**src/shared/svc_pkg.sv**
```systemverilog
// Constants, encodings and helpers for the host service interpreter
package svc_pkg;
  // Timing
  localparam int CLK_HZ      = 125_000_000;
  localparam int CLK_NS      = 8;
  localparam int BUS_BAUD    = 9600;
  localparam int SILENCE_NS  = 2_600_000;
  localparam int SILENCE_CYC = (SILENCE_NS + CLK_NS - 1) / CLK_NS;
  localparam int BIT_CYC     = (CLK_HZ + BUS_BAUD - 1) / BUS_BAUD;
  localparam int BIT_W       = 14;
  localparam int SIL_W       = 19;

  // Repetition
  localparam logic [2:0] RETRY_RST      = 3'h3;
  localparam logic [7:0] BUSY_GAP_BITS  = 8'h96;
  localparam logic [7:0] OTHER_GAP_BITS = 8'h32;

  // Transmit buffer and host FIFO
  localparam int IDX_W     = 9;
  localparam int BUF_DEPTH = 263;
  localparam int FIFO_W    = 8;
  localparam int FIFO_D    = 8;

  // Internal registers
  localparam int         REG_N     = 8;
  localparam int         REG_AW    = 3;
  localparam logic [2:0] WDOG_ADDR = 3'h0;
  localparam logic [7:0] WDOG_RST  = 8'h0f;

  // Service opcodes, one table
  localparam logic [7:0] OP_MASK_5    = 8'hf8;
  localparam logic [7:0] OP_MASK_2    = 8'hc0;
  localparam logic [7:0] OP_EXIT_STOP = 8'h04;
  localparam logic [7:0] OP_OFFSET    = 8'h08;
  localparam logic [7:0] OP_CONFIG    = 8'h18;
  localparam logic [7:0] OP_REG_WR    = 8'h28;
  localparam logic [7:0] OP_REG_RD    = 8'h38;
  localparam logic [7:0] OP_BEGIN     = 8'h80;
  localparam logic [7:0] OP_CONT      = 8'h80;
  localparam logic [7:0] OP_FINISH    = 8'h40;
  localparam int         CFG_P_BIT    = 0;
  localparam int         CFG_C_BIT    = 1;
  localparam int         CFG_M_BIT    = 2;

  // Indications to the host
  localparam logic [7:0] IND_READY     = 8'h07;
  localparam logic [7:0] IND_STATE_RE  = 8'h87;
  localparam logic [7:0] IND_FRAME_END = 8'hcb;
  localparam logic [2:0] CFG_IND_LOW   = 3'h1;
  localparam logic [2:0] FRES_LOW      = 3'h3;
  localparam logic [6:0] CONF_LOW      = 7'h0b;

  // Bus acknowledge results
  localparam logic [1:0] RES_ACK  = 2'h0;
  localparam logic [1:0] RES_NACK = 2'h1;
  localparam logic [1:0] RES_BUSY = 2'h2;
  localparam logic [1:0] RES_NONE = 2'h3;

  // CRC
  localparam logic [15:0] CRC_INIT = 16'hffff;
  localparam logic [15:0] CRC_POLY = 16'h1021;

  typedef enum logic [1:0] {M_STOP, M_SYNC, M_NORMAL} mode_t;

  function automatic logic [15:0] crc_step(input logic [15:0] c, input logic [7:0] b);
    logic [15:0] r;
    r = c ^ {b, 8'h00};
    for (int i = 0; i < 8; i++) begin
      r = r[15] ? ({r[14:0], 1'b0} ^ CRC_POLY) : {r[14:0], 1'b0};
    end
    return r;
  endfunction
endpackage

```
**src/rtl/svc_engine.sv**
```systemverilog
// Host service interpreter: feature setup, internal registers, frame send
`timescale 1ns/100ps
module svc_engine #(
  parameter int BIT_CYC     = svc_pkg::BIT_CYC,
  parameter int SILENCE_CYC = svc_pkg::SILENCE_CYC
) (
  // Clock and reset
  input  logic                                core_clk,
  input  logic                                nrst,
  // Bytes from host
  input  logic                                host_rx_valid,
  input  logic [7:0]                          host_rx_data,
  output logic                                host_rx_ready,
  // Bytes to host
  output logic                                host_tx_valid,
  output logic [7:0]                          host_tx_data,
  input  logic                                host_tx_ready,
  // Link and device state
  input  logic                                nine_bit_mode,
  input  logic                                bus_sync_done,
  input  logic                                bus_idle,
  input  logic                                busy_mode,
  input  logic                                auto_ack_active_flag,
  input  logic                                repeat_enable,
  output svc_pkg::mode_t                      dev_mode,
  // Feature flags
  output logic                                auto_poll_active_flag,
  output logic                                crc_active,
  output logic                                marker_active,
  // Bus transmitter
  output logic                                bus_tx_valid,
  output logic [7:0]                          bus_tx_data,
  input  logic                                bus_tx_ready,
  input  logic                                bus_res_valid,
  input  logic [1:0]                          bus_res,
  input  logic                                corrupt_byte_flag,
  input  logic                                sum_len_error_flag,
  input  logic                                bus_timing_error_flag,
  // Internal registers
  output logic [svc_pkg::REG_N-1:0][7:0]      dev_regs
);
  typedef enum {S_IDLE, S_ARG, S_CFG, S_RD, S_READY, S_SUM_A, S_SUM_B, S_CHK, S_BAD,
                S_LD, S_SEND, S_ECHO, S_ECHO2, S_RES, S_GAP, S_CRC_H, S_CRC_L,
                S_FEND, S_SIL, S_FRES, S_CONF} state_t;
  typedef enum {K_REG, K_BUF, K_SUM} kind_t;
  localparam int IW = svc_pkg::IDX_W;

  state_t                 st_r, st_nxt, post_st, crc_post_st;
  kind_t                  kind_r;
  svc_pkg::mode_t         mode_r;
  logic                   rx_ready_r, ack_pend_r, push_r, emit, frame_ok_r, ack_r;
  logic [7:0]             push_d_r, emit_d, buf_q_r, acc_r, sum_rx_r, gap_r, idle_bits_r;
  logic [2:0]             ofs_r, cfg_pend_r, busy_cnt_r, nack_cnt_r;
  logic                   fp_r, fc_r, fm_r;
  logic [svc_pkg::REG_AW-1:0] reg_a_r;
  logic [7:0]             regs_r [svc_pkg::REG_N];
  logic [7:0]             tx_buf [svc_pkg::BUF_DEPTH];
  logic [IW-1:0]          idx_r, wr_idx_r, len_r;
  logic [15:0]            crc_r;
  logic [svc_pkg::BIT_W-1:0] bit_cnt_r;
  logic [svc_pkg::SIL_W-1:0] sil_r;
  logic                   fifo_in_ready;

  // Decode of the host byte
  wire take     = host_rx_valid & rx_ready_r;
  wire [7:0] d  = host_rx_data;
  wire op_exit  = d == svc_pkg::OP_EXIT_STOP;
  wire op_ofs   = (d & svc_pkg::OP_MASK_5) == svc_pkg::OP_OFFSET;
  wire op_cfg   = (d & svc_pkg::OP_MASK_5) == svc_pkg::OP_CONFIG;
  wire op_rwr   = (d & svc_pkg::OP_MASK_5) == svc_pkg::OP_REG_WR;
  wire op_rrd   = (d & svc_pkg::OP_MASK_5) == svc_pkg::OP_REG_RD;
  wire op_begin = d == svc_pkg::OP_BEGIN;
  wire op_cont  = ((d & svc_pkg::OP_MASK_2) == svc_pkg::OP_CONT) & (d[5:0] != 6'h00);
  wire op_end   = (d & svc_pkg::OP_MASK_2) == svc_pkg::OP_FINISH;
  wire idle_tk  = (st_r == S_IDLE) & take;

  // Emission toward the FIFO; a held byte waits for room
  wire em_ok    = ~push_r | fifo_in_ready;
  wire cfg_ok   = bus_idle | (mode_r != svc_pkg::M_NORMAL);
  wire [7:0] cfg_ind = {busy_mode, auto_ack_active_flag, fp_r | cfg_pend_r[svc_pkg::CFG_P_BIT],
                        fc_r | cfg_pend_r[svc_pkg::CFG_C_BIT],
                        fm_r | cfg_pend_r[svc_pkg::CFG_M_BIT], svc_pkg::CFG_IND_LOW};
  wire [7:0] fres_d  = {corrupt_byte_flag, 1'b0, sum_len_error_flag, 1'b0,
                        bus_timing_error_flag, svc_pkg::FRES_LOW};
  wire [7:0] conf_d  = {ack_r, svc_pkg::CONF_LOW};

  // Frame walk
  wire last_sum = ({1'b0, idx_r} + 10'h001) >= {1'b0, len_r};
  wire at_len   = idx_r == len_r;
  wire sum_ok   = ~acc_r == sum_rx_r;
  wire dup      = fm_r & (buf_q_r == svc_pkg::IND_FRAME_END);
  wire adv      = em_ok & (((st_r == S_ECHO) & ~dup) | (st_r == S_ECHO2));
  wire ok_res   = bus_res == svc_pkg::RES_ACK;
  wire rt_busy  = repeat_enable & (bus_res == svc_pkg::RES_BUSY) & (busy_cnt_r != 3'h0);
  wire rt_other = repeat_enable & ~ok_res & (bus_res != svc_pkg::RES_BUSY)
                  & (nack_cnt_r != 3'h0);
  wire bit_tick = bit_cnt_r == svc_pkg::BIT_W'(BIT_CYC - 1);
  wire idle_clr = (st_r != S_GAP) | ~bus_idle;
  wire gap_done = idle_bits_r >= gap_r;
  wire silent   = ~host_tx_valid & ~push_r;
  wire sil_done = sil_r == svc_pkg::SIL_W'(SILENCE_CYC);
  wire buf_we   = ((st_r == S_ARG) & take & (kind_r == K_BUF)) | ((st_r == S_CHK) & sum_ok);
  wire [IW-1:0] buf_wa = (st_r == S_CHK) ? len_r : wr_idx_r;
  wire [7:0] buf_wd    = (st_r == S_CHK) ? sum_rx_r : d;

  assign crc_post_st = fm_r ? S_FEND : S_SIL;
  assign post_st     = fc_r ? S_CRC_H : crc_post_st;
  assign host_rx_ready         = rx_ready_r;
  assign dev_mode              = mode_r;
  assign auto_poll_active_flag = fp_r;
  assign crc_active            = fc_r;
  assign marker_active         = fm_r;
  for (genvar g = 0; g < svc_pkg::REG_N; g++) begin : g_regs
    assign dev_regs[g] = regs_r[g];
  end

  always_comb begin
    st_nxt = st_r;
    emit   = 1'b0;
    emit_d = 8'h00;
    unique case (st_r)
      S_IDLE: begin
        if (take) begin
          if (op_cfg) begin
            st_nxt = S_CFG;
          end else if (op_rrd) begin
            st_nxt = S_RD;
          end else if (op_rwr | op_begin | op_cont | op_end) begin
            st_nxt = S_ARG;
          end
        end else if (ack_pend_r) begin
          st_nxt = S_READY;
        end
      end
      S_ARG:   if (take) st_nxt = (kind_r == K_SUM) ? S_SUM_A : S_IDLE;
      S_CFG:   if (cfg_ok & em_ok) begin
        emit   = 1'b1;
        emit_d = cfg_ind;
        st_nxt = S_IDLE;
      end
      S_RD:    if (em_ok) begin
        emit   = 1'b1;
        emit_d = regs_r[reg_a_r];
        st_nxt = S_IDLE;
      end
      S_READY: if (em_ok) begin
        emit   = 1'b1;
        emit_d = svc_pkg::IND_READY;
        st_nxt = S_IDLE;
      end
      S_SUM_A: st_nxt = S_SUM_B;
      S_SUM_B: st_nxt = last_sum ? S_CHK : S_SUM_A;
      S_CHK:   st_nxt = sum_ok ? S_LD : S_BAD;
      S_BAD:   if (em_ok) begin
        emit   = 1'b1;
        emit_d = svc_pkg::IND_STATE_RE;
        st_nxt = S_IDLE;
      end
      S_LD:    st_nxt = S_SEND;
      S_SEND:  if (bus_tx_valid & bus_tx_ready) st_nxt = S_ECHO;
      S_ECHO:  if (em_ok) begin
        emit   = 1'b1;
        emit_d = buf_q_r;
        st_nxt = dup ? S_ECHO2 : (at_len ? S_RES : S_LD);
      end
      S_ECHO2: if (em_ok) begin
        emit   = 1'b1;
        emit_d = buf_q_r;
        st_nxt = at_len ? S_RES : S_LD;
      end
      S_RES:   if (bus_res_valid) st_nxt = (rt_busy | rt_other) ? S_GAP : post_st;
      S_GAP:   if (gap_done) st_nxt = S_LD;
      S_CRC_H: if (em_ok) begin
        emit   = 1'b1;
        emit_d = crc_r[15:8];
        st_nxt = S_CRC_L;
      end
      S_CRC_L: if (em_ok) begin
        emit   = 1'b1;
        emit_d = crc_r[7:0];
        st_nxt = crc_post_st;
      end
      S_FEND:  if (em_ok) begin
        emit   = 1'b1;
        emit_d = svc_pkg::IND_FRAME_END;
        st_nxt = S_FRES;
      end
      S_SIL:   if (sil_done) st_nxt = nine_bit_mode ? S_CONF : S_FRES;
      S_FRES:  if (em_ok) begin
        emit   = 1'b1;
        emit_d = fres_d;
        st_nxt = S_CONF;
      end
      S_CONF:  if (em_ok) begin
        emit   = 1'b1;
        emit_d = conf_d;
        st_nxt = S_IDLE;
      end
    endcase
  end

  // Buffer has no reset; out-of-range indexes are dropped
  always_ff @(posedge core_clk) begin
    if (buf_we && (buf_wa < IW'(svc_pkg::BUF_DEPTH))) begin
      tx_buf[buf_wa] <= buf_wd;
    end
    buf_q_r <= (idx_r < IW'(svc_pkg::BUF_DEPTH)) ? tx_buf[idx_r] : 8'h00;
  end

  always_ff @(posedge core_clk) begin
    if (!nrst) begin
      st_r       <= S_IDLE;
      rx_ready_r <= 1'b0;
      push_r     <= 1'b0;
      push_d_r   <= 8'h00;
      mode_r     <= svc_pkg::M_STOP;
      ack_pend_r <= 1'b0;
    end else begin
      st_r       <= st_nxt;
      rx_ready_r <= (st_nxt == S_IDLE) | (st_nxt == S_ARG);
      push_r     <= emit | (push_r & ~fifo_in_ready);
      push_d_r   <= emit ? emit_d : push_d_r;
      if (idle_tk & op_exit & (mode_r == svc_pkg::M_STOP)) begin
        mode_r <= svc_pkg::M_SYNC;
      end else if ((mode_r == svc_pkg::M_SYNC) & bus_sync_done) begin
        mode_r <= svc_pkg::M_NORMAL;
      end
      // Set wins over the clear
      ack_pend_r <= ((mode_r == svc_pkg::M_SYNC) & bus_sync_done)
                    | (ack_pend_r & ~((st_r == S_READY) & em_ok));
    end
  end

  // Request fields, features and registers
  always_ff @(posedge core_clk) begin
    if (!nrst) begin
      kind_r     <= K_REG;
      ofs_r      <= 3'h0;
      cfg_pend_r <= 3'h0;
      reg_a_r    <= '0;
      wr_idx_r   <= '0;
      len_r      <= '0;
      sum_rx_r   <= 8'h00;
      {fp_r, fc_r, fm_r} <= 3'h0;
      for (int i = 0; i < svc_pkg::REG_N; i++) begin
        regs_r[i] <= (svc_pkg::REG_AW'(i) == svc_pkg::WDOG_ADDR) ? svc_pkg::WDOG_RST : 8'h00;
      end
    end else begin
      if (idle_tk) begin
        if (op_ofs) ofs_r <= d[2:0];
        if (op_begin) ofs_r <= 3'h0;
        if (op_cfg) cfg_pend_r <= d[2:0];
        if (op_rwr | op_rrd) reg_a_r <= d[svc_pkg::REG_AW-1:0];
        if (op_begin) wr_idx_r <= '0;
        if (op_cont) wr_idx_r <= {ofs_r, d[5:0]};
        if (op_end) len_r <= {ofs_r, d[5:0]};
        kind_r <= op_rwr ? K_REG : (op_end ? K_SUM : K_BUF);
      end
      if ((st_r == S_ARG) & take & (kind_r == K_REG)) regs_r[reg_a_r] <= d;
      if ((st_r == S_ARG) & take & (kind_r == K_SUM)) sum_rx_r <= d;
      if ((st_r == S_CFG) & cfg_ok & em_ok) begin
        // Bits only ever set; a zero leaves the feature as it was
        fp_r <= fp_r | cfg_pend_r[svc_pkg::CFG_P_BIT];
        fc_r <= fc_r | cfg_pend_r[svc_pkg::CFG_C_BIT];
        fm_r <= fm_r | cfg_pend_r[svc_pkg::CFG_M_BIT];
      end
    end
  end

  // Checksum walk, bus transmit and retries
  always_ff @(posedge core_clk) begin
    if (!nrst) begin
      idx_r        <= '0;
      acc_r        <= 8'h00;
      crc_r        <= svc_pkg::CRC_INIT;
      bus_tx_valid <= 1'b0;
      bus_tx_data  <= 8'h00;
      busy_cnt_r   <= svc_pkg::RETRY_RST;
      nack_cnt_r   <= svc_pkg::RETRY_RST;
      gap_r        <= svc_pkg::OTHER_GAP_BITS;
      ack_r        <= 1'b0;
      frame_ok_r   <= 1'b0;
    end else begin
      if ((st_r == S_ARG) & take & (kind_r == K_SUM)) begin
        idx_r <= '0;
        acc_r <= 8'h00;
      end
      if (st_r == S_SUM_B) begin
        acc_r <= acc_r ^ buf_q_r;
        if (!last_sum) idx_r <= idx_r + 1'b1;
      end
      if ((st_r == S_CHK) | ((st_r == S_GAP) & gap_done)) begin
        idx_r <= '0;
        crc_r <= svc_pkg::CRC_INIT;
      end
      if (st_r == S_CHK) begin
        busy_cnt_r <= svc_pkg::RETRY_RST;
        nack_cnt_r <= svc_pkg::RETRY_RST;
      end
      frame_ok_r <= (st_r == S_CHK) ? sum_ok : (frame_ok_r & (st_r != S_IDLE));
      if ((st_r == S_ECHO) & em_ok) crc_r <= svc_pkg::crc_step(crc_r, buf_q_r);
      if (adv & ~at_len) idx_r <= idx_r + 1'b1;
      bus_tx_valid <= (st_r == S_SEND) & (st_nxt == S_SEND);
      bus_tx_data  <= buf_q_r;
      if ((st_r == S_RES) & bus_res_valid) begin
        ack_r <= ok_res;
        if (rt_busy) begin
          busy_cnt_r <= busy_cnt_r - 3'h1;
          gap_r      <= svc_pkg::BUSY_GAP_BITS;
        end else if (rt_other) begin
          nack_cnt_r <= nack_cnt_r - 3'h1;
          gap_r      <= svc_pkg::OTHER_GAP_BITS;
        end
      end
    end
  end

  // Bit-time enable and idle/silence counters
  always_ff @(posedge core_clk) begin
    if (!nrst || idle_clr) begin
      bit_cnt_r   <= '0;
      idle_bits_r <= 8'h00;
    end else begin
      bit_cnt_r <= bit_tick ? '0 : bit_cnt_r + 1'b1;
      if (bit_tick && idle_bits_r != 8'hff) idle_bits_r <= idle_bits_r + 8'h01;
    end
  end

  always_ff @(posedge core_clk) begin
    if (!nrst || st_r != S_SIL || !silent) begin
      sil_r <= '0;
    end else if (!sil_done) begin
      sil_r <= sil_r + 1'b1;
    end
  end

  svc_fifo #(.W(svc_pkg::FIFO_W), .D(svc_pkg::FIFO_D)) u_fifo (
    .core_clk  (core_clk),
    .nrst      (nrst),
    .in_valid  (push_r),
    .in_data   (push_d_r),
    .in_ready  (fifo_in_ready),
    .out_valid (host_tx_valid),
    .out_data  (host_tx_data),
    .out_ready (host_tx_ready)
  );
endmodule

```
**src/rtl/svc_fifo.sv**
```systemverilog
// Byte FIFO with registered output toward the host link
`timescale 1ns/100ps
module svc_fifo #(
  parameter int W = 8,
  parameter int D = 8
) (
  // Clock and reset
  input  logic         core_clk,
  input  logic         nrst,
  // Fill side
  input  logic         in_valid,
  input  logic [W-1:0] in_data,
  output logic         in_ready,
  // Drain side
  output logic         out_valid,
  output logic [W-1:0] out_data,
  input  logic         out_ready
);
  localparam int AW = (D > 1) ? $clog2(D) : 1;
  localparam int CW = $clog2(D + 1);

  logic [W-1:0]  mem [D];
  logic [AW-1:0] wp_r;
  logic [AW-1:0] rp_r;
  logic [CW-1:0] cnt_r;
  logic          out_valid_r;
  logic [W-1:0]  out_data_r;
  wire           push = in_valid & in_ready;
  wire           pop  = (cnt_r != '0) & (~out_valid_r | out_ready);

  assign in_ready  = cnt_r < CW'(D);
  assign out_valid = out_valid_r;
  assign out_data  = out_data_r;

  always_ff @(posedge core_clk) begin
    if (push) begin
      mem[wp_r] <= in_data;
    end
  end

  always_ff @(posedge core_clk) begin
    if (!nrst) begin
      wp_r        <= '0;
      rp_r        <= '0;
      cnt_r       <= '0;
      out_valid_r <= 1'b0;
      out_data_r  <= '0;
    end else begin
      if (push) begin
        wp_r <= (wp_r == AW'(D - 1)) ? '0 : wp_r + 1'b1;
      end
      if (pop) begin
        rp_r       <= (rp_r == AW'(D - 1)) ? '0 : rp_r + 1'b1;
        out_data_r <= mem[rp_r];
      end
      if (pop) begin
        out_valid_r <= 1'b1;
      end else if (out_ready) begin
        out_valid_r <= 1'b0;
      end
      if (push & ~pop) begin
        cnt_r <= cnt_r + 1'b1;
      end else if (pop & ~push) begin
        cnt_r <= cnt_r - 1'b1;
      end
    end
  end
endmodule

```
**config.mk**
```make
export PLATFORM = sky130hd
export DESIGN_NAME = svc_engine
export DESIGN_NICKNAME = d
export VERILOG_FILES = /design/src/shared/svc_pkg.sv /design/src/rtl/svc_engine.sv /design/src/rtl/svc_fifo.sv
export SDC_FILE = /design/constraint.sdc
export NUM_CORES = 2
export LEC_CHECK = 0
export BUFFER_PORTS_ARGS = -buffer_cell sky130_fd_sc_hd__buf_2
export CAP_MARGIN = 30
export CORE_MARGIN = 10
export CORE_UTILIZATION = 39
export DETAILED_ROUTE_END_ITERATION = 8
export PLACE_DENSITY = 0.52
export SYNTH_ARGS = -nofsm -noshare
export SYNTH_HDL_FRONTEND = slang
export SYNTH_SLANG_ARGS = --single-unit
export TNS_END_PERCENT = 30
```
**constraint.sdc**
```tcl
create_clock -name core_clk -period 25 [get_ports core_clk]
set_clock_uncertainty 0.1 [all_clocks]
set_input_delay 3.75 -clock core_clk [delete_from_list [all_inputs] [get_ports core_clk]]
set_output_delay 3.75 -clock core_clk [all_outputs]
set_load 0.005 [all_outputs]
```
# Yosys cells after proc, flatten, opt, wreduce, memory -nomap -nowiden
# Memories as Yosys holds them, arrays and structs flattened. A register that Yosys moved wholly into a read port is not among the register bits.
# Cells that the tools add are included.
# totals
mem_count	3
input_bits	25
latchBits	0
ram_bits	2232
elab_cells	320
out_inout_bits	88
rom_bits	0
ff_bits	224
# mem_list
memory	depth	word_bits	read_ports	rd_clocked_by_memory_dff	wr	line	text
tx_buf	263	8	1	1	1	svc_engine.sv:57	logic [7:0] tx_buf [svc_pkg::BUF_DEPTH];
regs_r	8	8	9	1	8	svc_engine.sv:56	logic [7:0] regs_r [svc_pkg::REG_N];
u_fifo.mem	8	8	1	1	1	svc_fifo.sv:22	logic [W-1:0] mem [D];
# classes
bitwise_logic	76
n_shift	0
mul	0
reduce_logical	39
eq_ne	56
mux	97
n_addsub	11
n_lt_le_gt_ge	5
n_div	0
# ops
cell	n
32-bit two-way mux	19
32-bit one-hot mux with 18 select lines	1
32-bit by 4-bit == test with 1-bit output, second input constant	11
32-bit by 5-bit == test with 1-bit output, second input constant	11
32-bit by 3-bit == test with 1-bit output, second input constant	6
32-bit by 2-bit == test with 1-bit output, second input constant	5
32-bit zero test	4
8-bit two-way mux	15
13-bit two-way mux	8
8-bit one-hot mux with 10 select lines	1
9-bit two-way mux	8
3-bit two-way mux	18
1-bit AND	36
32-bit by 1-bit == test with 1-bit output, second input constant	1
16-bit two-way mux	2
32-bit by 5-bit != test with 1-bit output, second input constant	1
32-bit by 6-bit != test with 1-bit output, second input constant	1
3-bit inverter	8
19-bit by 1-bit adder with 19-bit output, second input constant	1
19-bit == test, second input constant	1
9-bit less-than comparator, second input constant	2
1-bit bitwise OR	18
8-bit == test, second input constant	2
1-bit two-way mux	16
other kinds (44)	88

# Depth between registers and ports, before layout
# logic_depth
word_depth	18
ltp_mapped	17
ltp_nobuf	13

# Hierarchy
# Synthesis repeated with hierarchy kept, for this count alone.
# unflattened
hier_cells	5313
area_unflattened_um2	97464.7
# by_module_without_submodules
module	seq_area_each_um2	area_each_um2	instances	cells_per_inst
svc_engine	68866.0	94150.3	1	5106
svc_fifo	2302.2	3314.4	1	207

# Worst setup path after synthesis
# No wires, ideal clock.
# synth_timing
path_type	input to register
from	input port host_rx_data[4]
to	memory tx_buf[0][4], data pin
arrival_ns	14.007
stages	2
n_path_buf	0
setup_slack_ns	8.650
required_time_ns	22.657
path_cell_list	inv_1 -> o21ai_0
# synth_between
elab_chain_cells	1
# synth_lines
element	line	text
start, declared	svc_engine.sv:12	input logic [7:0] host_rx_data,
8-bit two-way mux	svc_engine.sv:104	wire [7:0] buf_wd = (st_r == S_CHK) ? sum_rx_r : d;
named net buf_wd[4]	svc_engine.sv:104	
end, declared	svc_engine.sv:57	
# The timed path passes the listed nets, and every way through them passes these cells.

# Worst setup path after layout
# layout_timing
from	input port host_rx_valid
to	memory tx_buf[65][1], enable pin
# layout_between
elab_chain_cells	7
# layout_lines
element	line	text
start, declared	svc_engine.sv:11	input logic host_rx_valid,
1-bit AND	svc_engine.sv:65	wire take = host_rx_valid & rx_ready_r;
1-bit AND (2 in series)	svc_engine.sv:102	wire buf_we = ((st_r == S_ARG) & take & (kind_r == K_BUF)) | ((st_r == S_CHK) & sum_ok);
1-bit bitwise OR	svc_engine.sv:102	
1-bit logical AND	svc_engine.sv:204	if (buf_we && (buf_wa < IW'(svc_pkg::BUF_DEPTH))) begin
1-bit two-way mux	svc_engine.sv:204	
1-bit two-way mux (not written as such)	svc_engine.sv:205	tx_buf[buf_wa] <= buf_wd;
# Every way passes these cells.

==> key figures <==
Outcome
  • Outcome: finished, final reports clean

Floorplan
  • Die width: 521 µm
  • Die Y: 521 µm
  • Core Footprint: 0.249 mm²
  • Std-Cell Rows: 183
  • Starting density of the core: 39.3%
  • Die area: 0.271 mm²
  • I/O pin cnt: 113

Timing
  • Max-slew violations: 0
  • RSZ-0062 raised after global routing: no
  • Final hold viol count: 0
  • Worst slew pin tran: 1.15 ns
  • Crit path time final: around 7 ns
  • Endpoints failing setup: 0
  • Highest Clock Rate: approximately 140 MHz
  • Setup TNS: 0 ns
  • Period utilization: 28.8%
  • Slew margin rel.: 23.0%

Synthesis
  • Post-synth EDFFs: 2,232
  • Mapped Area: 0.0977 mm²
  • Yosys Warn Count: 0
  • Synth Instances: around 5,200
  • Flops & latches, synth: 2,439
  • Syn_area_per_cell: around 19 µm²
  • Post-synthesis cell type count: a little under 90
  • Synth Flop Type: edfxtp_1
  • Ys async rst share: 0%
  • Post-Syn Nets: 5,286
  • Seq/Total Area, Yosys: roughly 73%

Worst setup path
  • Worst path max stage delay: between 1 and 1.5 ns
  • Setup crit end kind: flop
  • Worst setup SP type: primary input
  • CP Class: in2reg
  • Critical register-to-register path startpoint: idx_r[0]
  • Crit-path max FO: 16
  • Crit Reg-Reg Endpoint: buf_q_r[4]
  • Required time worst endpoint: 25.43 ns
  • Crit path cell chain: buf_2 > and2_1 > nand4b_1 > o21ai_0 > a32oi_1 > buf_4 > a21oi_2 > nand2_1 > nor3_1
  • FF-to-FF path depth: 9
  • Critical path's slowest cell: nor3_1
  • Critical path arrival: 7.63 ns
  • Reg2reg setup slack: 18.50 ns

CTS
  • Resize count post-CTS: 0
  • CTS Buf Count: 279
  • CTS Hold Bufs: 0
  • Setup bufs post-CTS: 0
  • H-Tree Level Count: 5
  • Clk buf depth: 4
  • Root Buffer: clkbuf_16
  • Clk_lat worst skew: 0.93 ns
  • CTS tree: yes
  • Worst-path clk slew: 0.06 ns
  • CTS sink cnt: between 2,000 and 2,500

Hold path
  • Hold Crit Start: st_r[22]
  • WHS Endpoint: st_r[22]
  • Min-Delay Path Depth: 1
  • Hold WC Path Type: reg2reg

Global route
  • Total Routing Usage GR: 19.6%
  • First-pass GRT wire length: 391,000 µm
  • GRT overflow: 0
  • Antenna violations before repair: 12
  • Largest net degree at the start of global routing: 151
  • Vias in the first global route: 51,930

Final layout
  • Layout cells sized above 1: 24.2%
  • Fillers: 21,207
  • Final net count: 5,554
  • Reg area: a little over 0.07 mm²
  • Synthesis-to-layout area growth: 14.0%
  • Post-route design area: around 0.11 mm²
  • Multi-input gate area: 0.0250 mm²
  • Finished Core Util: 44.7%

Place
  • Final GP Congestion: between 0.8 and 0.9
  • Hpwl dp: 164,000 µm
  • Port-buffer cells: ~110
  • DP Area: about 0.10 mm²

Power
  • PwrDens: between 70 and 80 mW/mm²
  • Total Power: approximately 8600 µW
  • VDD IR max: 65.5 µV
  • Lkg Pwr: between 0.03 and 0.04 µW

Drt
  • Vias per inst: around 5.8
  • Antenna-violating nets left: 0
  • DRC Markers: 0
  • Routed WL: 272,000 µm
  • Vias: between 50,000 and 60,000
  • Iteration-0 DRC Markers: ~6,200
  • Detailed Routing Iterations Pass 1: 7
  • WL/cell: roughly 30 µm

Flow run
  • Max Cap Viol: 0
power breakdown:
part	switching (µW)	leakage (µW)	internal, µW
logic	166	0.00810	72.6
clock network	1580	0.00418	2310
registers	20.3	0.0218	4460
critical path: cells and delay by family:
kind	cells	cell delay, ns
compound gates	3	1.00
buf+inv	2	0.34
simple gates	4	2.51
synthesized netlist by cell type, drive strengths merged, types with 7 or more instances:
library cell,instances,area (µm²)
nor3,219,1100
a22oi,60,450
mux2,17,191
mux4,595,13400
edfxtp,2232,67000
xnor2,29,254
nand2,195,734
clkbuf,151,568
or3,10,62.6
dfxtp,207,4140
a21oi,93,480
o21a,7,52.6
xor2,51,447
nor2b,26,163
or4,7,52.6
a31oi,35,219
a211oi,33,248
buf,184,1030
nor3b,20,160
nor2,266,998
or2,18,113
mux2i,168,1680
nand3b,8,60.1
o21ai,65,325
nand4,18,119
nand2b,35,219
o22ai,35,219
o31ai,8,83.8
a221oi,9,78.8
ha,30,375
and2,111,694
nor4,17,106
nand3,87,435
inv,38,143
o211ai,31,233
a31o,7,61.3
and3,13,81.3
o2111ai,7,61.3
placed cells by master, fill, tap and decap left out, types with 25 or more instances in the layout:
cell	synthesis	layout
nand3_1	87	87
clkinv_2	0	40
mux2i_1	168	168
ha_1	30	30
xor2_1	51	51
clkbuf_1	150	61
mux4_2	595	595
o22ai_1	35	35
o21ai_0	65	64
and2_1	110	110
a21oi_1	89	89
clkinv_1	2	42
buf_4	24	100
clkbuf_16	0	284
xnor2_1	29	29
nor3_1	218	215
nand2_1	194	187
clkbuf_4	0	25
a22oi_1	60	60
a211oi_1	33	33
a31oi_1	35	28
dfxtp_1	207	200
nor2_1	266	265
o211ai_1	31	31
nand2b_1	35	35
buf_2	101	162
edfxtp_1	2232	2232
inv_1	37	37
metrics by stage:
stage / std cells / setup slack, ns / hold WS [ns]
floorplan: 5230 / 8.65 / 0.330
global placement: 8437 / 16.76 / 0.343
detailed placement: 8464 / 16.95 / 0.346
CTS: 8938 / 17.94 / 0.362
global route: 9024 / 17.80 / 0.378
finish: 9024 / 17.79 / 0.358
area by class of cell:
type / instances / share of cell area [%]
flip-flops and latches: 2439 / 63.9
inverters: 40 / 0.135
clock buffers: 350 / 6.65
diodes: 3 / 0.00674
well taps: 3330 / 3.74
clock inverters: 124 / 1.05
multi-input cells: 2416 / 22.5
repair buffers: 322 / 2.01
routing by layer:
metal / part of all wire [%] / vias up / global-route usage, %
li1: - / 21794 / -
met1: 44 / 27577 / 28.4
met2: 47 / 2224 / 30.9
met3: 6.7 / 365 / 3.42
met4: 2.2 / 0 / 4.68
met5: 0 / - / 0
sequential cells by signal (all words and copies together), names as in the netlist, 14 cells and up, named ones only:
name and flops:
bit_cnt_r 14, crc_r 16, regs_r 64, sil_r 19
st_r 32, tx_buf 2104, u_fifo.mem 64
how the worst max path moves through the flow:
stage | from | to | slack [ns] | depth (start not counted)
after detailed placement | host_rx_valid | tx_buf[105][2] | 16.95 | 9
after CTS | host_rx_valid | tx_buf[118][6] | 17.94 | 9
after global routing | host_rx_valid | tx_buf[70][1] | 17.80 | 9
final | host_rx_valid | tx_buf[65][1] | 17.79 | 9
after global placement | host_rx_valid | tx_buf[58][1] | 16.76 | 9
after floorplan | host_rx_data[4] | tx_buf[0][4] | 8.65 | 2
cell families after synthesis:
group                      Yosys count  synth area share, %
xor gates and xnor gates            80                0.717
adders and majority gates           31                0.405
and+or+nand+nor                   1082                 5.52
muxes                              780                 15.6
buffers and inverters              375                 1.79
DFF                               2439                 72.8
AOI/OAI and AO/OA                  443                 3.09
(Power assumes the default switching activity.)
